===== src/core/phy_rst_pkg.sv =====
package phy_rst_pkg;

	// ==========================================================================
	// Timing
	// ==========================================================================
	localparam int CLK_PERIOD_NS       = 40;
	localparam int HW_PULSE_MIN_NS     = 1000;
	localparam int HW_PULSE_MIN_CYCLES = (HW_PULSE_MIN_NS + CLK_PERIOD_NS - 1) / CLK_PERIOD_NS;
	localparam int SETTLE_TIME_NS      = 200000;
	localparam int SETTLE_DEF_CYCLES   = SETTLE_TIME_NS / CLK_PERIOD_NS;

	// ==========================================================================
	// Register offsets
	// ==========================================================================
	localparam logic [4:0] ADDR_BASIC_MODE_CONTROL = 5'h00;
	localparam logic [4:0] ADDR_STD_LAST           = 5'h07;
	localparam logic [4:0] ADDR_PHY_SPECIAL_CONTROL = 5'h11;
	localparam logic [4:0] ADDR_IRQ_STATUS_ONE     = 5'h12;
	localparam logic [4:0] ADDR_IRQ_STATUS_TWO     = 5'h13;
	localparam logic [4:0] ADDR_PHY_RESET_CONTROL  = 5'h1F;

	// ==========================================================================
	// Field positions and reset values
	// ==========================================================================
	localparam int BMC_SOFT_RESET_BIT   = 15;
	localparam int BMC_POWER_DOWN_BIT   = 11;
	localparam int RCR_GLOBAL_RESET_BIT = 15;
	localparam int RCR_RESTART_BIT      = 14;
	localparam int SCR_INT_OE_BIT       = 0;
	localparam int SCR_INT_EN_BIT       = 1;
	localparam int SCR_INT_POL_BIT      = 2;
	localparam int SCR_PSAVE_EN_BIT     = 14;
	localparam int SCR_PSAVE_SEL_LSB    = 12;

	localparam logic [15:0] BMC_RESET_VALUE  = 16'h0000;
	localparam logic [15:0] SCR_RESET_VALUE  = 16'h0000;
	localparam logic [15:0] RCR_RESET_VALUE  = 16'h0000;
	localparam logic [15:0] IRQ_EN_RESET     = 16'h0000;
	localparam logic [4:0]  STRAP_RESET      = 5'h00;

	localparam logic [1:0] PSAVE_POWER_DOWN = 2'h1;
	localparam logic [1:0] PSAVE_ACTIVE     = 2'h2;
	localparam logic [1:0] PSAVE_PASSIVE    = 2'h3;

	// ==========================================================================
	// Management frame
	// ==========================================================================
	localparam logic [1:0] MGMT_OP_READ   = 2'h2;
	localparam logic [1:0] MGMT_OP_WRITE  = 2'h1;
	localparam logic [4:0] MGMT_HDR_LAST  = 5'h0B;
	localparam logic [4:0] MGMT_TA_FIRST  = 5'h0C;
	localparam logic [4:0] MGMT_DATA_LAST = 5'h1C;
	localparam logic [4:0] MGMT_FRAME_END = 5'h1D;

	typedef enum logic [2:0] {
		SEQ_RUN     = 3'b001,
		SEQ_HW_HOLD = 3'b010,
		SEQ_SETTLE  = 3'b100
	} seq_state_e;

	typedef enum logic [1:0] {
		MGMT_IDLE  = 2'b01,
		MGMT_FRAME = 2'b10
	} mgmt_state_e;

endpackage


===== src/core/mgmt_serial_slave.sv =====
`timescale 1ns/10ps
module mgmt_serial_slave import phy_rst_pkg::*; (
	input  wire logic        sys_clk_in,
	input  wire logic        reset_n_in,
	input  wire logic [4:0]  phy_addr_in,
	input  wire logic        mdc_in,
	input  wire logic        mdio_in,
	output logic             mdio_out,
	output logic             mdio_oe_out,
	output logic [4:0]       reg_addr_out,
	output logic [15:0]      reg_wdata_out,
	output logic             reg_wr_out,
	output logic             reg_rd_out,
	input  wire logic [15:0] reg_rdata_in
);

	// ==========================================================================
	// Frame decoder
	// ==========================================================================
	// The management clock is sampled on the system clock, so it must be slower
	// than half the system clock rate.
	mgmt_state_e state;
	logic        mdc_q;
	logic        prev_bit;
	logic [4:0]  bit_cnt;
	logic [11:0] hdr;
	logic [15:0] data_sh;
	logic        is_read;
	logic        is_write;
	logic        mdc_rise;
	logic [11:0] next_hdr;

	assign mdc_rise = mdc_in & ~mdc_q;
	assign next_hdr = {hdr[10:0], mdio_in};

	always_ff @(posedge sys_clk_in or negedge reset_n_in) begin
		if (!reset_n_in) begin
			mdc_q <= 1'b0;
		end else begin
			mdc_q <= mdc_in;
		end
	end

	always_ff @(posedge sys_clk_in or negedge reset_n_in) begin
		if (!reset_n_in) begin
			state         <= MGMT_IDLE;
			prev_bit      <= 1'b1;
			bit_cnt       <= 5'h00;
			hdr           <= 12'h000;
			data_sh       <= 16'h0000;
			is_read       <= 1'b0;
			is_write      <= 1'b0;
			mdio_out      <= 1'b0;
			mdio_oe_out   <= 1'b0;
			reg_addr_out  <= 5'h00;
			reg_wdata_out <= 16'h0000;
			reg_wr_out    <= 1'b0;
			reg_rd_out    <= 1'b0;
		end else begin
			reg_wr_out <= 1'b0;
			reg_rd_out <= 1'b0;
			if (reg_rd_out) begin
				data_sh <= reg_rdata_in;
			end
			if (mdc_rise) begin
				case (state)
					MGMT_IDLE: begin
						// A frame opens only on a fresh 0-then-1 start pattern, so a line left idle after reset is safe.
						prev_bit <= mdio_in;
						if (!prev_bit && mdio_in) begin
							state   <= MGMT_FRAME;
							bit_cnt <= 5'h00;
						end
					end
					MGMT_FRAME: begin
						bit_cnt <= bit_cnt + 5'h01;
						if (bit_cnt <= MGMT_HDR_LAST) begin
							hdr <= next_hdr;
						end
						if (bit_cnt == MGMT_HDR_LAST) begin
							is_read      <= (next_hdr[11:10] == MGMT_OP_READ) && (next_hdr[9:5] == phy_addr_in);
							is_write     <= (next_hdr[11:10] == MGMT_OP_WRITE) && (next_hdr[9:5] == phy_addr_in);
							reg_addr_out <= next_hdr[4:0];
							reg_rd_out   <= (next_hdr[11:10] == MGMT_OP_READ) && (next_hdr[9:5] == phy_addr_in);
						end
						if (is_read && bit_cnt == MGMT_TA_FIRST) begin
							mdio_oe_out <= 1'b1;
							mdio_out    <= 1'b0;
						end else if (is_read && bit_cnt > MGMT_TA_FIRST && bit_cnt <= MGMT_DATA_LAST) begin
							mdio_out <= data_sh[15];
							data_sh  <= {data_sh[14:0], 1'b0};
						end else if (is_write && bit_cnt > MGMT_TA_FIRST + 5'h01) begin
							data_sh <= {data_sh[14:0], mdio_in};
						end
						if (bit_cnt == MGMT_FRAME_END) begin
							state       <= MGMT_IDLE;
							prev_bit    <= 1'b1;
							mdio_oe_out <= 1'b0;
							is_read     <= 1'b0;
							is_write    <= 1'b0;
							if (is_write) begin
								reg_wdata_out <= {data_sh[14:0], mdio_in};
								reg_wr_out    <= 1'b1;
							end
						end
					end
					default: begin
						state <= MGMT_IDLE;
					end
				endcase
			end
		end
	end

endmodule


===== src/core/phy_reset_powerdown_interrupt.sv =====
`timescale 1ns/10ps
module phy_reset_powerdown_interrupt import phy_rst_pkg::*; #(
	parameter int SETTLE_CYCLES = SETTLE_DEF_CYCLES
) (
	input  wire logic        sys_clk_in,
	input  wire logic        reset_n_in,
	input  wire logic        hw_reset_n_in,
	input  wire logic [4:0]  strap_in,
	input  wire logic        mdc_in,
	input  wire logic        mdio_in,
	output logic             mdio_out,
	output logic             mdio_oe_out,
	input  wire logic [15:0] irq_src_in,
	input  wire logic        irq_pin_in,
	output logic             irq_pin_out,
	output logic             irq_pin_oe_out,
	output logic             core_reset_out,
	output logic             powerdown_out,
	output logic             low_power_active_out,
	output logic             low_power_passive_out,
	output logic [4:0]       strap_out
);

	// ==========================================================================
	// Management access
	// ==========================================================================
	logic [4:0]  reg_addr;
	logic [15:0] reg_wdata;
	logic        reg_wr;
	logic        reg_rd;
	logic [15:0] reg_rdata;

	mgmt_serial_slave u_mgmt (
		.sys_clk_in    (sys_clk_in),
		.reset_n_in    (reset_n_in),
		.phy_addr_in   (strap_out),
		.mdc_in        (mdc_in),
		.mdio_in       (mdio_in),
		.mdio_out      (mdio_out),
		.mdio_oe_out   (mdio_oe_out),
		.reg_addr_out  (reg_addr),
		.reg_wdata_out (reg_wdata),
		.reg_wr_out    (reg_wr),
		.reg_rd_out    (reg_rd),
		.reg_rdata_in  (reg_rdata)
	);

	// ==========================================================================
	// Reset sequencer
	// ==========================================================================
	seq_state_e  state;
	logic [4:0]  hw_low_cnt;
	logic [12:0] settle_cnt;
	logic        hw_hit;
	logic        glob_write;
	logic        restart_write;
	logic        sw_go;
	logic        soft_rst_write;
	logic        regs_default;
	logic        strap_armed;

	localparam logic [4:0]  HW_LAST     = 5'(HW_PULSE_MIN_CYCLES - 1);
	localparam logic [12:0] SETTLE_LAST = 13'(SETTLE_CYCLES - 1);

	assign glob_write      = reg_wr && reg_addr == ADDR_PHY_RESET_CONTROL && reg_wdata[RCR_GLOBAL_RESET_BIT];
	assign restart_write   = reg_wr && reg_addr == ADDR_PHY_RESET_CONTROL && reg_wdata[RCR_RESTART_BIT];
	assign soft_rst_write  = reg_wr && reg_addr == ADDR_BASIC_MODE_CONTROL && reg_wdata[BMC_SOFT_RESET_BIT];
	assign sw_go           = glob_write || restart_write;
	// A low shorter than the minimum pulse is ignored as a glitch.
	assign hw_hit          = !hw_reset_n_in && hw_low_cnt == HW_LAST;
	assign regs_default    = (state == SEQ_HW_HOLD) || glob_write;
	assign core_reset_out  = (state != SEQ_RUN);

	always_ff @(posedge sys_clk_in or negedge reset_n_in) begin
		if (!reset_n_in) begin
			hw_low_cnt <= 5'h00;
		end else if (hw_reset_n_in) begin
			hw_low_cnt <= 5'h00;
		end else if (hw_low_cnt != HW_LAST) begin
			hw_low_cnt <= hw_low_cnt + 5'h01;
		end
	end

	// The power-on reset alone brings every flop to a working state.
	always_ff @(posedge sys_clk_in or negedge reset_n_in) begin
		if (!reset_n_in) begin
			state      <= SEQ_RUN;
			settle_cnt <= 13'h0000;
		end else begin
			case (state)
				SEQ_RUN: begin
					if (hw_hit) begin
						state <= SEQ_HW_HOLD;
					end else if (sw_go) begin
						state      <= SEQ_SETTLE;
						settle_cnt <= SETTLE_LAST;
					end
				end
				SEQ_HW_HOLD: begin
					if (hw_reset_n_in) begin
						state      <= SEQ_SETTLE;
						settle_cnt <= SETTLE_LAST;
					end
				end
				SEQ_SETTLE: begin
					if (hw_hit) begin
						state <= SEQ_HW_HOLD;
					end else if (sw_go) begin
						settle_cnt <= SETTLE_LAST;
					end else if (settle_cnt == 13'h0000) begin
						state <= SEQ_RUN;
					end else begin
						settle_cnt <= settle_cnt - 13'h0001;
					end
				end
				default: begin
					state <= SEQ_RUN;
				end
			endcase
		end
	end

	// Straps are caught by a clocked process after reset release, never under the reset itself.
	// A global software reset does not arm this, so it keeps the old values.
	always_ff @(posedge sys_clk_in or negedge reset_n_in) begin
		if (!reset_n_in) begin
			strap_armed <= 1'b1;
			strap_out   <= STRAP_RESET;
		end else if (state == SEQ_HW_HOLD) begin
			strap_armed <= 1'b1;
		end else if (strap_armed) begin
			strap_armed <= 1'b0;
			strap_out   <= strap_in;
		end
	end

	// ==========================================================================
	// Registers
	// ==========================================================================
	logic [15:0] basic_mode_control;
	logic [15:0] phy_special_control;
	logic [13:0] rcr_spare;
	logic [15:0] irq_enable;
	logic [15:0] irq_status;
	logic        wr_ok;

	assign wr_ok = reg_wr && state != SEQ_HW_HOLD;

	// The soft reset bit clears only this register; it is the sole standard register held here.
	always_ff @(posedge sys_clk_in or negedge reset_n_in) begin
		if (!reset_n_in) begin
			basic_mode_control <= BMC_RESET_VALUE;
		end else if (regs_default || soft_rst_write) begin
			basic_mode_control <= BMC_RESET_VALUE;
		end else if (wr_ok && reg_addr == ADDR_BASIC_MODE_CONTROL) begin
			basic_mode_control <= {1'b0, reg_wdata[14:0]};
		end
	end

	always_ff @(posedge sys_clk_in or negedge reset_n_in) begin
		if (!reset_n_in) begin
			phy_special_control <= SCR_RESET_VALUE;
			rcr_spare           <= RCR_RESET_VALUE[13:0];
		end else if (regs_default) begin
			phy_special_control <= SCR_RESET_VALUE;
			rcr_spare           <= RCR_RESET_VALUE[13:0];
		end else if (wr_ok && reg_addr == ADDR_PHY_SPECIAL_CONTROL) begin
			phy_special_control <= reg_wdata;
		end else if (wr_ok && reg_addr == ADDR_PHY_RESET_CONTROL) begin
			rcr_spare <= reg_wdata[13:0];
		end
	end

	always_ff @(posedge sys_clk_in or negedge reset_n_in) begin
		if (!reset_n_in) begin
			irq_enable <= IRQ_EN_RESET;
		end else if (regs_default) begin
			irq_enable <= IRQ_EN_RESET;
		end else if (wr_ok && reg_addr == ADDR_IRQ_STATUS_ONE) begin
			irq_enable[7:0] <= reg_wdata[7:0];
		end else if (wr_ok && reg_addr == ADDR_IRQ_STATUS_TWO) begin
			irq_enable[15:8] <= reg_wdata[7:0];
		end
	end

	// Sticky status per source; an event in the same cycle as the clearing read survives.
	genvar gi;
	generate
		for (gi = 0; gi < 16; gi++) begin : g_status
			logic rd_clear;
			assign rd_clear = reg_rd && reg_addr == (gi < 8 ? ADDR_IRQ_STATUS_ONE : ADDR_IRQ_STATUS_TWO);
			always_ff @(posedge sys_clk_in or negedge reset_n_in) begin
				if (!reset_n_in) begin
					irq_status[gi] <= 1'b0;
				end else if (regs_default) begin
					irq_status[gi] <= 1'b0;
				end else if (irq_src_in[gi] && irq_enable[gi]) begin
					irq_status[gi] <= 1'b1;
				end else if (rd_clear) begin
					irq_status[gi] <= 1'b0;
				end
			end
		end
	endgenerate

	always_comb begin
		case (reg_addr)
			ADDR_BASIC_MODE_CONTROL:  reg_rdata = basic_mode_control;
			ADDR_PHY_SPECIAL_CONTROL: reg_rdata = phy_special_control;
			ADDR_IRQ_STATUS_ONE:      reg_rdata = {irq_status[7:0], irq_enable[7:0]};
			ADDR_IRQ_STATUS_TWO:      reg_rdata = {irq_status[15:8], irq_enable[15:8]};
			ADDR_PHY_RESET_CONTROL:   reg_rdata = {2'b00, rcr_spare};
			default:                  reg_rdata = 16'h0000;
		endcase
	end

	// ==========================================================================
	// Shared interrupt and power-down pin
	// ==========================================================================
	// The live source term bypasses the status flops so the pin moves without a clock.
	logic irq_active;
	logic pin_powerdown;

	assign irq_active     = phy_special_control[SCR_INT_EN_BIT] && (|irq_status || |(irq_src_in & irq_enable));
	assign irq_pin_oe_out = phy_special_control[SCR_INT_OE_BIT];
	assign irq_pin_out    = phy_special_control[SCR_INT_POL_BIT] ? irq_active : ~irq_active;
	assign pin_powerdown  = !phy_special_control[SCR_INT_OE_BIT] && !irq_pin_in;

	// ==========================================================================
	// Power modes
	// ==========================================================================
	// Nothing is torn down on entry, so clearing the request simply resumes where the core was.
	logic [1:0] psave_sel;
	logic       next_powerdown;

	assign psave_sel      = phy_special_control[SCR_PSAVE_SEL_LSB +: 2];
	assign next_powerdown = pin_powerdown || basic_mode_control[BMC_POWER_DOWN_BIT] ||
		(phy_special_control[SCR_PSAVE_EN_BIT] && psave_sel == PSAVE_POWER_DOWN);

	always_ff @(posedge sys_clk_in or negedge reset_n_in) begin
		if (!reset_n_in) begin
			powerdown_out         <= 1'b0;
			low_power_active_out  <= 1'b0;
			low_power_passive_out <= 1'b0;
		end else begin
			powerdown_out         <= next_powerdown;
			low_power_active_out  <= !next_powerdown && phy_special_control[SCR_PSAVE_EN_BIT] &&
				psave_sel == PSAVE_ACTIVE;
			low_power_passive_out <= !next_powerdown && phy_special_control[SCR_PSAVE_EN_BIT] &&
				psave_sel == PSAVE_PASSIVE;
		end
	end
endmodule


===== config.mk =====
export PLATFORM = sky130hd
export DESIGN_NAME = phy_reset_powerdown_interrupt
export DESIGN_NICKNAME = d
export VERILOG_FILES = /design/src/core/phy_rst_pkg.sv /design/src/core/mgmt_serial_slave.sv /design/src/core/phy_reset_powerdown_interrupt.sv
export SDC_FILE = /design/constraint.sdc
export NUM_CORES = 1
export LEC_CHECK = 0
export BUFFER_PORTS_ARGS = -buffer_cell sky130_fd_sc_hd__buf_4
export CORE_UTILIZATION = 40
export CTS_CLUSTER_SIZE = 16
export DETAILED_ROUTE_END_ITERATION = 16
export GPL_TIMING_DRIVEN = 0
export PLACE_DENSITY_LB_ADDON = 0.12
export SETUP_SLACK_MARGIN = 0.3
export SYNTH_ARGS = -nofsm -noshare
export SYNTH_HDL_FRONTEND = slang
export SYNTH_SLANG_ARGS = --single-unit

===== constraint.sdc =====
create_clock -name sys_clk_in -period 7.57 [get_ports sys_clk_in]
set_input_delay 0 -clock sys_clk_in [delete_from_list [all_inputs] [get_ports sys_clk_in]]
set_output_delay 0 -clock sys_clk_in [all_outputs]
set_load 0.1 [all_outputs]

Word-level counts from Yosys, hierarchy flattened
Index checks and enable logic that the tools add are counted.
{ "totals": {"ff_bits": 171, "inputBits": 27, "output_inout_bits": 13, "elab_cells": 280} }
{ "classes": {"add_sub_neg": 3, "n_lt_le_gt_ge": 4, "eq_ne": 34, "n_mux": 92, "bitwise_logic": 5, "n_reduce_logical": 99} }
{ "ops": {"columns": ["cell", "count"], "rows": [
  ["16-bit 2-to-1 mux", 11],
  ["16-bit one-hot mux with 5 select lines", 1],
  ["13-bit 2-to-1 mux", 6],
  ["1-bit 2-to-1 mux", 52],
  ["3-bit nonzero test", 17],
  ["1-bit logical AND", 43],
  ["14-bit 2-to-1 mux", 3],
  ["13-bit one-hot mux with 3 select lines", 1],
  ["16-bit OR reduction", 2],
  ["5-bit == test, second input constant", 6],
  ["8-bit 2-to-1 mux", 3],
  ["3-bit AND reduction", 8],
  ["2-bit nonzero test", 10],
  ["3-bit 2-to-1 mux", 6],
  ["16-bit AND", 1],
  ["5-bit 2-to-1 mux", 3],
  ["13-bit logical NOT", 1],
  ["13-bit by 1-bit subtractor with 13-bit output, second input constant", 1],
  ["2-bit inequality test, second input constant", 6],
  ["3-bit inequality test, second input constant", 4],
  ["5-bit by 1-bit adder with 5-bit output, second input constant", 2],
  ["5-bit by 4-bit == test with 1-bit output, second input constant", 2],
  ["5-bit by 4-bit greater-than comparator with 1-bit output, second input constant", 2],
  ["5-bit one-hot mux with 2 select lines", 1],
  ["24 further kinds", 45]
]} }

Depth between registers and ports, before layout
Gate-level depths: netlist of the first run.
{ "logic_depth": {"word_depth": 8, "depth_mapped": 9, "ltp_nobuf": 8} }

Modules after synthesis
A second synthesis of the first run with hierarchy kept.
{ "unflattened": {"cells_unflattened": 784, "hier_area_um2": 8207.9} }
{ "by_module_without_submodules": {"columns": ["module", "n_inst", "cells_per_inst", "area_per_inst_um2", "seq_area_each_um2"], "rows": [
  ["phy_reset_powerdown_interrupt", 1, 569, 5217.5, 2680.1],
  ["mgmt_serial_slave", 1, 215, 2990.4, 1579.0]
]} }

Least setup slack after synthesis of the first run
Ideal clock, no wire load.
{ "synth_path": {"path_type": "register -> output", "from": "register irq_status[10]", "to": "output irq_pin_out", "arrival_time_ns": 2.608, "required_ns": 7.570, "path_slack_ns": 4.962, "stages_incl_launch_ff": 5, "path_buffers": 0, "path_cell_list": "dfrtp_1 nor4_1 nand4_1 o41ai_1 xor2_1"} }
{ "synth_via": {"elab_chain_len": 5} }
{ "synth_rtl": {"columns": ["item", "line", "text"], "rows": [
  ["start: declaration", "phy_reset_powerdown_interrupt.sv:144", "logic [15:0] irq_status;"],
  ["start signal: indexed assignment", "phy_reset_powerdown_interrupt.sv:194", "irq_status[gi] <= 1'b0;"],
  ["start signal: indexed assignment", "phy_reset_powerdown_interrupt.sv:196", "irq_status[gi] <= 1'b0;"],
  ["start signal: indexed assignment", "phy_reset_powerdown_interrupt.sv:198", "irq_status[gi] <= 1'b1;"],
  ["16-bit OR reduction (*)", "phy_reset_powerdown_interrupt.sv:224", "assign irq_active = phy_special_control[SCR_INT_EN_BIT] && (|irq_status || |(irq_src_in & irq_enable));"],
  ["1-bit logical OR (*)", "phy_reset_powerdown_interrupt.sv:224", null],
  ["1-bit logical AND (*)", "phy_reset_powerdown_interrupt.sv:224", null],
  ["1-bit NOT", "phy_reset_powerdown_interrupt.sv:226", "assign irq_pin_out = phy_special_control[SCR_INT_POL_BIT] ? irq_active : ~irq_active;"],
  ["1-bit 2-to-1 mux (*)", "phy_reset_powerdown_interrupt.sv:226", null],
  ["end: declaration", "phy_reset_powerdown_interrupt.sv:15", "output logic irq_pin_out,"]
]} }
Mark *: on every way between the ends. The rest lies on a longest branch, timed or not.

Worst setup path in the final report of the first run
{ "layout_path": {"from": "register u_mgmt.reg_addr_out[1]", "to": "register phy_special_control[14]"} }
{ "layout_via": {"elab_chain_len": 5, "word_cells_on_any_way": 8, "cone_classes": "eq/ne (2); mux (1); reduce/logical (5)"} }
{ "layout_rtl": {"columns": ["item", "line", "text"], "rows": [
  ["start: declaration", "mgmt_serial_slave.sv:10", "output logic [4:0] reg_addr_out,"],
  ["start signal: assignment", "mgmt_serial_slave.sv:83", "reg_addr_out <= next_hdr[4:0];"],
  ["5-bit == test", "phy_reset_powerdown_interrupt.sv:65", "assign glob_write = reg_wr && reg_addr == ADDR_PHY_RESET_CONTROL && reg_wdata[RCR_GLOBAL_RESET_BIT];"],
  ["1-bit logical AND (2 in a row)", "phy_reset_powerdown_interrupt.sv:65", null],
  ["1-bit logical OR", "phy_reset_powerdown_interrupt.sv:71", "assign regs_default = (state == SEQ_HW_HOLD) || glob_write;"],
  ["16-bit 2-to-1 mux / 2-bit nonzero test (equally long branches)", null, null],
  ["end signal: assignment", "phy_reset_powerdown_interrupt.sv:168", "phy_special_control <= reg_wdata;"],
  ["end: declaration", "phy_reset_powerdown_interrupt.sv:141", "logic [15:0] phy_special_control;"]
]} }
Several ways; a longest one is shown, not always the timed one.
A chain may end at the register's enable or synchronous reset.

==> results of run 1 <==
## sequential cells by signal (all words and copies together), names as in the netlist, 2 cells and up
| signal | flops |
|---|---|
| u_mgmt.state | 2 |
| strap_out | 5 |
| irq_status | 16 |
| u_mgmt.reg_wdata_out | 16 |
| rcr_spare | 14 |
| state | 3 |
| phy_special_control | 16 |
| u_mgmt.hdr | 11 |
| u_mgmt.bit_cnt | 5 |
| u_mgmt.data_sh | 16 |
| hw_low_cnt | 5 |
| basic_mode_control | 15 |
| irq_enable | 16 |
| settle_cnt | 13 |
| u_mgmt.reg_addr_out | 5 |
## logic make-up (layout without fill, tap and decap cells)
family,after synthesis,after routing,synth area share [%]
AO/OA/AOI/OAI,196,196,17.05
XOR/XNOR,12,12,1.323
adder cells (fa/ha/maj),6,6,0.9452
buffers and inverters,66,162,3.198
flip-flops,170,170,53.62
multiplexers,51,51,7.026
AND/OR/NAND/NOR,285,285,16.84
## worst max-delay path by stage
stage,startpoint,depth (start not counted),end
finish,u_mgmt.reg_addr_out[1]$_DFFE_PN0P_,8,phy_special_control[14]$_DFFE_PN0P_
global route,u_mgmt.reg_addr_out[1]$_DFFE_PN0P_,8,rcr_spare[11]$_DFFE_PN0P_
CTS,u_mgmt.reg_addr_out[1]$_DFFE_PN0P_,8,phy_special_control[14]$_DFFE_PN0P_
detailed placement,u_mgmt.reg_addr_out[1]$_DFFE_PN0P_,8,phy_special_control[14]$_DFFE_PN0P_
global placement,u_mgmt.reg_addr_out[1]$_DFFE_PN0P_,8,rcr_spare[12]$_DFFE_PN0P_
floorplan,irq_status[10]$_DFFE_PN0P_,4,irq_pin_out
## critical path, delay by kind of cell (launching register included)
| family | cells | cell delay [ns] |
|---|---|---|
| buf+inv | 3 | 1.03 |
| compound gates | 1 | 0.21 |
| flops | 1 | 0.53 |
| simple gates | 4 | 0.94 |
## metal layers
layer	routed length, µm	track usage (%)	up-vias	share of wire (%)
li1	-	-	2999	-
met1	9259	28.83	3206	44
met2	10550	37.28	151	50
met3	829	4.192	26	3.9
met4	363	6.452	2	1.7
met5	12	0	-	0.057
## Yosys cell counts (7+ instances only)
cell type,instances
nand4_1,7
o21ai_0,36
inv_1,21
mux2_2,38
a22o_1,28
nor3_1,9
a21oi_1,42
xor2_1,7
nand2_1,125
mux2i_1,13
nor2b_1,7
dfrtp_1,166
o2111ai_1,13
a22oi_1,34
clkbuf_1,41
nor2_1,65
nand3_1,24
## metrics by stage
step / setup slack (ns) / total power [mW] / utilization, % / area [µm²] / std cells
6_report: 4.713 / 2.018 / 48.51 / 9442 / 1147
5_1_grt: 4.521 / 2.094 / 48.51 / 9442 / 1147
4_1_cts: 4.753 / 2.038 / 48.51 / 9442 / 1147
3_5_place_dp: 4.780 / 1.158 / 44.20 / 8602 / 1091
3_3_place_gp: 4.864 / 1.147 / 44.02 / 8567 / 1090
2_1_floorplan: 4.962 / 1.091 / - / 7943 / 786
## repair_timing
item,CTS,global route
resized for setup,0,0
hold endpoints to repair,102,0
hold buffers,26,0
## power groups by stage
stage | Clock, mW | Sequential [mW] | Combinational, mW
5_1_grt | 0.920 | 0.989 | 0.185
3_5_place_dp | 0 | 0.999 | 0.158
2_1_floorplan | 0 | 1.01 | 0.0800
3_3_place_gp | 0 | 0.997 | 0.150
6_report | 0.867 | 0.984 | 0.167
4_1_cts | 0.886 | 0.983 | 0.169
## layout make-up
class / count / share of cell area, %
repair buffers: 66 / 6.228
inverters: 22 / 0.9011
clock inverters: 7 / 0.9674
well taps: 265 / 3.512
flip-flops and latches: 170 / 45.11
clock buffers: 23 / 5.168
multi-input cells: 550 / 36.32
plain buffers: 44 / 1.789
==> impl_metrics.tcl, run 1 <==
set metrics [dict create \
    run_status "finished clean" \
    ys_ff_latch 170 \
    max-vdd-ir-drop_mv 0.1449 \
    path_common_cell "clkbuf_1" \
    cts_made_buffers 17 \
    synthesis.nets 819 \
    cts.repair_timing.setup_buffer_count 0 \
    worstHoldPathType "in -> async" \
    cp.required_ns 7.84 \
    postSynthCellCount 786 \
    port_buffers 39 \
    clk-insertion-delay-late_ns 0.43 \
    skew_ns 0.01046 \
    die_width_um 142.9 \
    final_antenna_net_count 0 \
    rsz_0062_raised_after_global_routing "false" \
    first_global_vias 6309 \
    synth-async-reset-ratio_pct 100.0 \
    dieHeight_um 142.9 \
    synth_area_per_cell_um2 10.11 \
    final-hold-violation-count 0 \
    final_max_slew_viol_count 0 \
    antenna_violations_before_repair 1 \
    worst_setup_hold_path_clk_slew_ns 0.07 \
    min_period_over_period_pct 37.74 \
    post_synth_instance_area_um2 7943 \
    timing.hold.ws_ns 0.1111 \
    max-cap-violations 0 \
    mostFrequentLayoutCell "dfrtp_1" \
    combined_global_route_utilization_of_all_metal_layers_pct 22.13 \
    seqPwrFrac_pct 48.8 \
    multi_input_comb_area_um2 3430 \
    switching_share_pct 24.29 \
    worst_r2r_startpoint "u_mgmt.reg_addr_out[1]$_DFFE_PN0P_" \
    synth.yosys.seq_area_share_pct 53.62 \
    detail_route.wirelength_um 21020 \
    netlist.area_leader.share_pct 52.30 \
    area.sequential_um2 4259 \
    dr.pass1.iters 5 \
    power_density_nw_per_um2 213.7 \
    diodes_inserted 0 \
    std_cell_rows 51 \
    longest_individual_stage_delay_on_the_worst_path_ns 0.55 \
    route.vias.total 6384 \
    tightestPinTransition_ns 0.7804 \
    critical_path_arrival_ns 3.13 \
    yosysTopAreaCell "dfrtp_1" \
    period_needed_ns 2.857 \
    final.fill_count 1818 \
    global_route.overflow_total 0 \
    tritoncts "done" \
    yosys_warnings 0 \
    power.combinational.fraction_pct 8.3 \
    max-clock-path-buffers 2 \
    critical_path_peak_fanout 10 \
    vias_per_cell 5.566 \
    wire_length_of_the_first_global_routing_pass_um 34220 \
    drt-wirelength-per-cell_um 18.33 \
    clk_root_buffer_cell "clkbuf_16" \
    timing.rr.end "phy_special_control[14]$_DFFE_PN0P_" \
    reg2reg_depth 8 \
    clkPwrFrac_pct 43.0 \
    layout.cells.most_common_list "dfrtp_1, nand2_1, nor2_1, clkbuf_1, a21oi_1" \
    numClockSinks 170 \
    area_growth_syn_to_layout_pct 18.87 \
    grt_max_degree 103 \
    synth_enable_flop_cells 0 \
    design.die.area_um2 20420 \
    boundaryPins 40 \
    drive_gt1_share_pct 13.95 \
    regToRegSetupSlack_ns 4.71 \
    synth_ff_type "dfrtp_1" \
    totalNegativeSetupSlack_ns 0 \
    hpwl_um 15350 \
    timing.max_slew.rel_slack_pct 47.49 \
    start_util_pct 40.81 \
    htreeDepth 4 \
    nets 904 \
    power.switching_uw 490.0 \
    internal-power_mw 1.528 \
    cell_chain_of_the_critical_path "and4_1 -> clkbuf_1 -> and2_1 -> clkbuf_1 -> nand3_1 -> nand2_1 -> clkbuf_1 -> o21ai_0" \
    synth_cell_types 62 \
    setup_viol 0 \
    post-route-drc-count 0 \
    detailedRoute.firstIterationViolations 403 \
    fmax_mhz 350.0 \
    design.core.area_um2 19460 \
    type_of_the_setup_path_with_the_least_slack "reg -> reg" \
    timing.critical_path.from_type "register" \
    total_leakage_power_nw 4.183 \
    end_kind "register" \
    synth_top_cells_by_area "dfrtp_1, nand2_1, mux2_2, a22oi_1, a22o_1" \
    critPathSlowestCell "clkbuf_1" \
    gp_congestion 0.8770 \
]
(Power assumes the default switching activity.)
==> run 2, diff against run 1 <==
Settings changed: ABC_AREA set to 1.
Clock period 7.57 ns to 2.4 ns, I/O delays scaled along.
==> run 2 against run 1 <==
Effect of this change: utilization increased by 0.66 points; non-clock buffer count decreased by 16; synthesized cell count increased by 40%; sequential power increased to 3.4 times the previous value; register-to-register slack got worse by 4.3 ns; clock skew decreased by 0.0022 ns; flip-flop and latch count unchanged; fmax increased by 46%; area after synthesis increased by 6.2%; clock power increased to 3.4 times the previous value; critical path type unchanged; highest routed layer is now met4.
==> impl_metrics.tcl, run 2 <==
set metrics [dict create \
    run_status "finished clean" \
    detailedRoute.firstIterationViolations 490 \
    cp.required_ns 2.73 \
    synthesis.nets 1133 \
    synth_enable_flop_cells 0 \
    total_leakage_power_nw 4.975 \
    dieHeight_um 147.2 \
    antenna_violations_before_repair 0 \
    type_of_the_setup_path_with_the_least_slack "reg -> reg" \
    cts_made_buffers 17 \
    timing.max_slew.rel_slack_pct 59.46 \
    timing.critical_path.from_type "register" \
    internal-power_mw 5.317 \
    clk-insertion-delay-late_ns 0.44 \
    synth_top_cells_by_area "dfrtp_1, nand2_1, o21ai_0, inv_1, nand3_1" \
    area_growth_syn_to_layout_pct 19.09 \
    dr.pass1.iters 6 \
    yosysTopAreaCell "dfrtp_1" \
    seqPwrFrac_pct 43.2 \
    setup_viol 0 \
    clkPwrFrac_pct 38.2 \
    drive_gt1_share_pct 11.44 \
    boundaryPins 40 \
    finalCoreUtilization_pct 49.17 \
    gp_congestion 0.8387 \
    period_needed_ns 1.961 \
    placement.setup.worst_slack_ns 0.3534 \
    design.die.area_um2 21670 \
    fmax_mhz 510.0 \
    timing.final.ws_setup_ns 0.4394 \
    layout.cells.most_common_list "nand2_1, dfrtp_1, inv_1, o21ai_0, nand3_1" \
    totalNegativeSetupSlack_ns 0 \
    post_synth_instance_area_um2 8436 \
    first_global_vias 7052 \
    switching_share_pct 32.00 \
    final-hold-violation-count 0 \
    synth-async-reset-ratio_pct 100.0 \
    port_buffers 39 \
    fin_area_um2 10050 \
    netlist.area_leader.share_pct 49.24 \
    post-route-drc-count 0 \
    grt_max_degree 115 \
    htreeDepth 4 \
    max-clock-path-buffers 2 \
    final_max_slew_viol_count 0 \
    ys_ff_latch 170 \
    hpwl_um 15900 \
    synth_ff_type "dfrtp_1" \
    dpl_cell_area_um2 9106 \
    critical_path_peak_fanout 10 \
    regToRegSetupSlack_ns 0.44 \
    tritoncts "done" \
    worstHoldPathType "in -> async" \
    max-cap-violations 0 \
    postSynthCellCount 1100 \
    nets 1218 \
    start_util_pct 41.29 \
    placed_cells_incl_taps 1410 \
    yosys_warnings 0 \
    power.combinational.fraction_pct 18.6 \
    min_period_over_period_pct 81.69 \
    combined_global_route_utilization_of_all_metal_layers_pct 21.51 \
    global_route.overflow_total 0 \
    vias_per_cell 4.952 \
    power.switching_mw 2.502 \
    tightestPinTransition_ns 0.6059 \
    final_antenna_net_count 0 \
    drt-wirelength-per-cell_um 14.97 \
    synth_cell_types 40 \
    die_width_um 147.2 \
    synth.yosys.seq_area_share_pct 50.49 \
    synth_area_per_cell_um2 7.669 \
    rsz_0062_raised_after_global_routing "false" \
    worst_setup_hold_path_clk_slew_ns 0.07 \
    numClockSinks 170 \
    mostFrequentLayoutCell "nand2_1" \
    critical_path_arrival_ns 2.29 \
    fin_cells 1468 \
    max-vdd-ir-drop_mv 0.5267 \
    end_kind "register" \
    top_post_synthesis_cells_by_count "nand2_1, dfrtp_1, inv_1" \
    wire_length_of_the_first_global_routing_pass_um 36470 \
    power_density_nw_per_um2 778.3 \
    std_cell_rows 52 \
    design.core.area_um2 20430 \
    route.vias.total 7270 \
    clk_root_buffer_cell "clkbuf_16" \
    skew_ns 0.008273 \
    diodes_inserted 0 \
    detail_route.wirelength_um 21980 \
    post-synth-top-count-cell "nand2_1" \
]
run 2: cell count changes in the layout (fill, tap and decap cells not counted), sizes merged, moves of 28 or more:
cell / change
a22o: -28
inv: +133
a22oi: -34
nand3: +84
clkbuf: -39
mux2: -33
o21ai: +84
nand2: +211
nor2: +38
run 2: routing by layer:
metal	part of all wire, %	global-route usage (%)	up-vias
li1	-	-	3669
met1	48	29.30	3436
met2	47	35.05	132
met3	3.1	3.292	33
met4	2.2	7.113	0
met5	0	0	-
run 2: final timing paths:
kind	end	start	depth (start not counted)
max reg2reg	phy_special_control[13]$_DFFE_PN0P_	state[0]$_DFFE_PN1P_	7
min reg2reg	low_power_active_out$_DFF_PN0_	phy_special_control[12]$_DFFE_PN0P_	1
max in group asynchronous	irq_status[8]$_DFFE_PN0P_	reset_n_in	3
min in group sys_clk_in	u_mgmt.mdc_q$_DFF_PN0_	mdc_in	2
max	phy_special_control[13]$_DFFE_PN0P_	state[0]$_DFFE_PN1P_	7
min	low_power_passive_out$_DFF_PN0_	reset_n_in	2
run 2: power by group through the flow:
stage | Combinational [mW] | Sequential, mW | Clock (mW)
5_1_grt | 1.68 | 3.42 | 3.15
4_1_cts | 1.45 | 3.37 | 3.03
3_3_place_gp | 1.39 | 3.42 | 0
6_report | 1.46 | 3.37 | 2.99
2_1_floorplan | 0.972 | 3.47 | 0
3_5_place_dp | 1.42 | 3.42 | 0
run 2: through the flow:
step                total power [mW]  hold WS [ns]
detailed placement             4.841      -0.03883
CTS                            7.859       0.09125
finish                         7.818       0.08004
global route                   8.246        0.1115
floorplan                      4.441       -0.2956
global placement               4.819        0.1189
run 2: final cells by class:
cell class	instances	area (µm²)
Buffer	28	156.4
Clock buffer	17	425.4
Clock inverter	15	207.7
Fill cell	2039	10380
Inverter	150	565.5
Multi-Input combinational cell	752	3505
Sequential cell	170	4260
Tap cell	270	337.8
Timing Repair Buffer	66	588.1
run 2: what timing repair did:
item / CTS / global route
endpoints found under the setup margin: 0 / 52
buffers inserted: 0 / 0
hold buffers: 26 / 0
resized for setup: 0 / 20
endpoints found under the hold margin: 92 / 0
run 2: kinds of logic (layout without fill, tap and decap cells):
family                   Yosys count  after routing  share of synthesized area (%)
AND/OR/NAND/NOR                  579            579                          29.13
AO/OA/AOI/OAI                    155            155                          9.626
XOR/XNOR                           7              7                         0.7268
flip-flops                       170            170                          50.49
buffers and inverters            178            276                          8.469
adder cells (fa/ha/maj)            6              6                         0.8899
multiplexers                       5              5                         0.6674
run 2: worst max-delay path, stage by stage, from the launching register on:
cell and delay [ns]:
dfstp_2 0.54, inv_1 0.06, nand3_2 0.23, nand2_4 0.17
inv_4 0.17, buf_2 0.27, nand2_1 0.16, o21ai_0 0.26
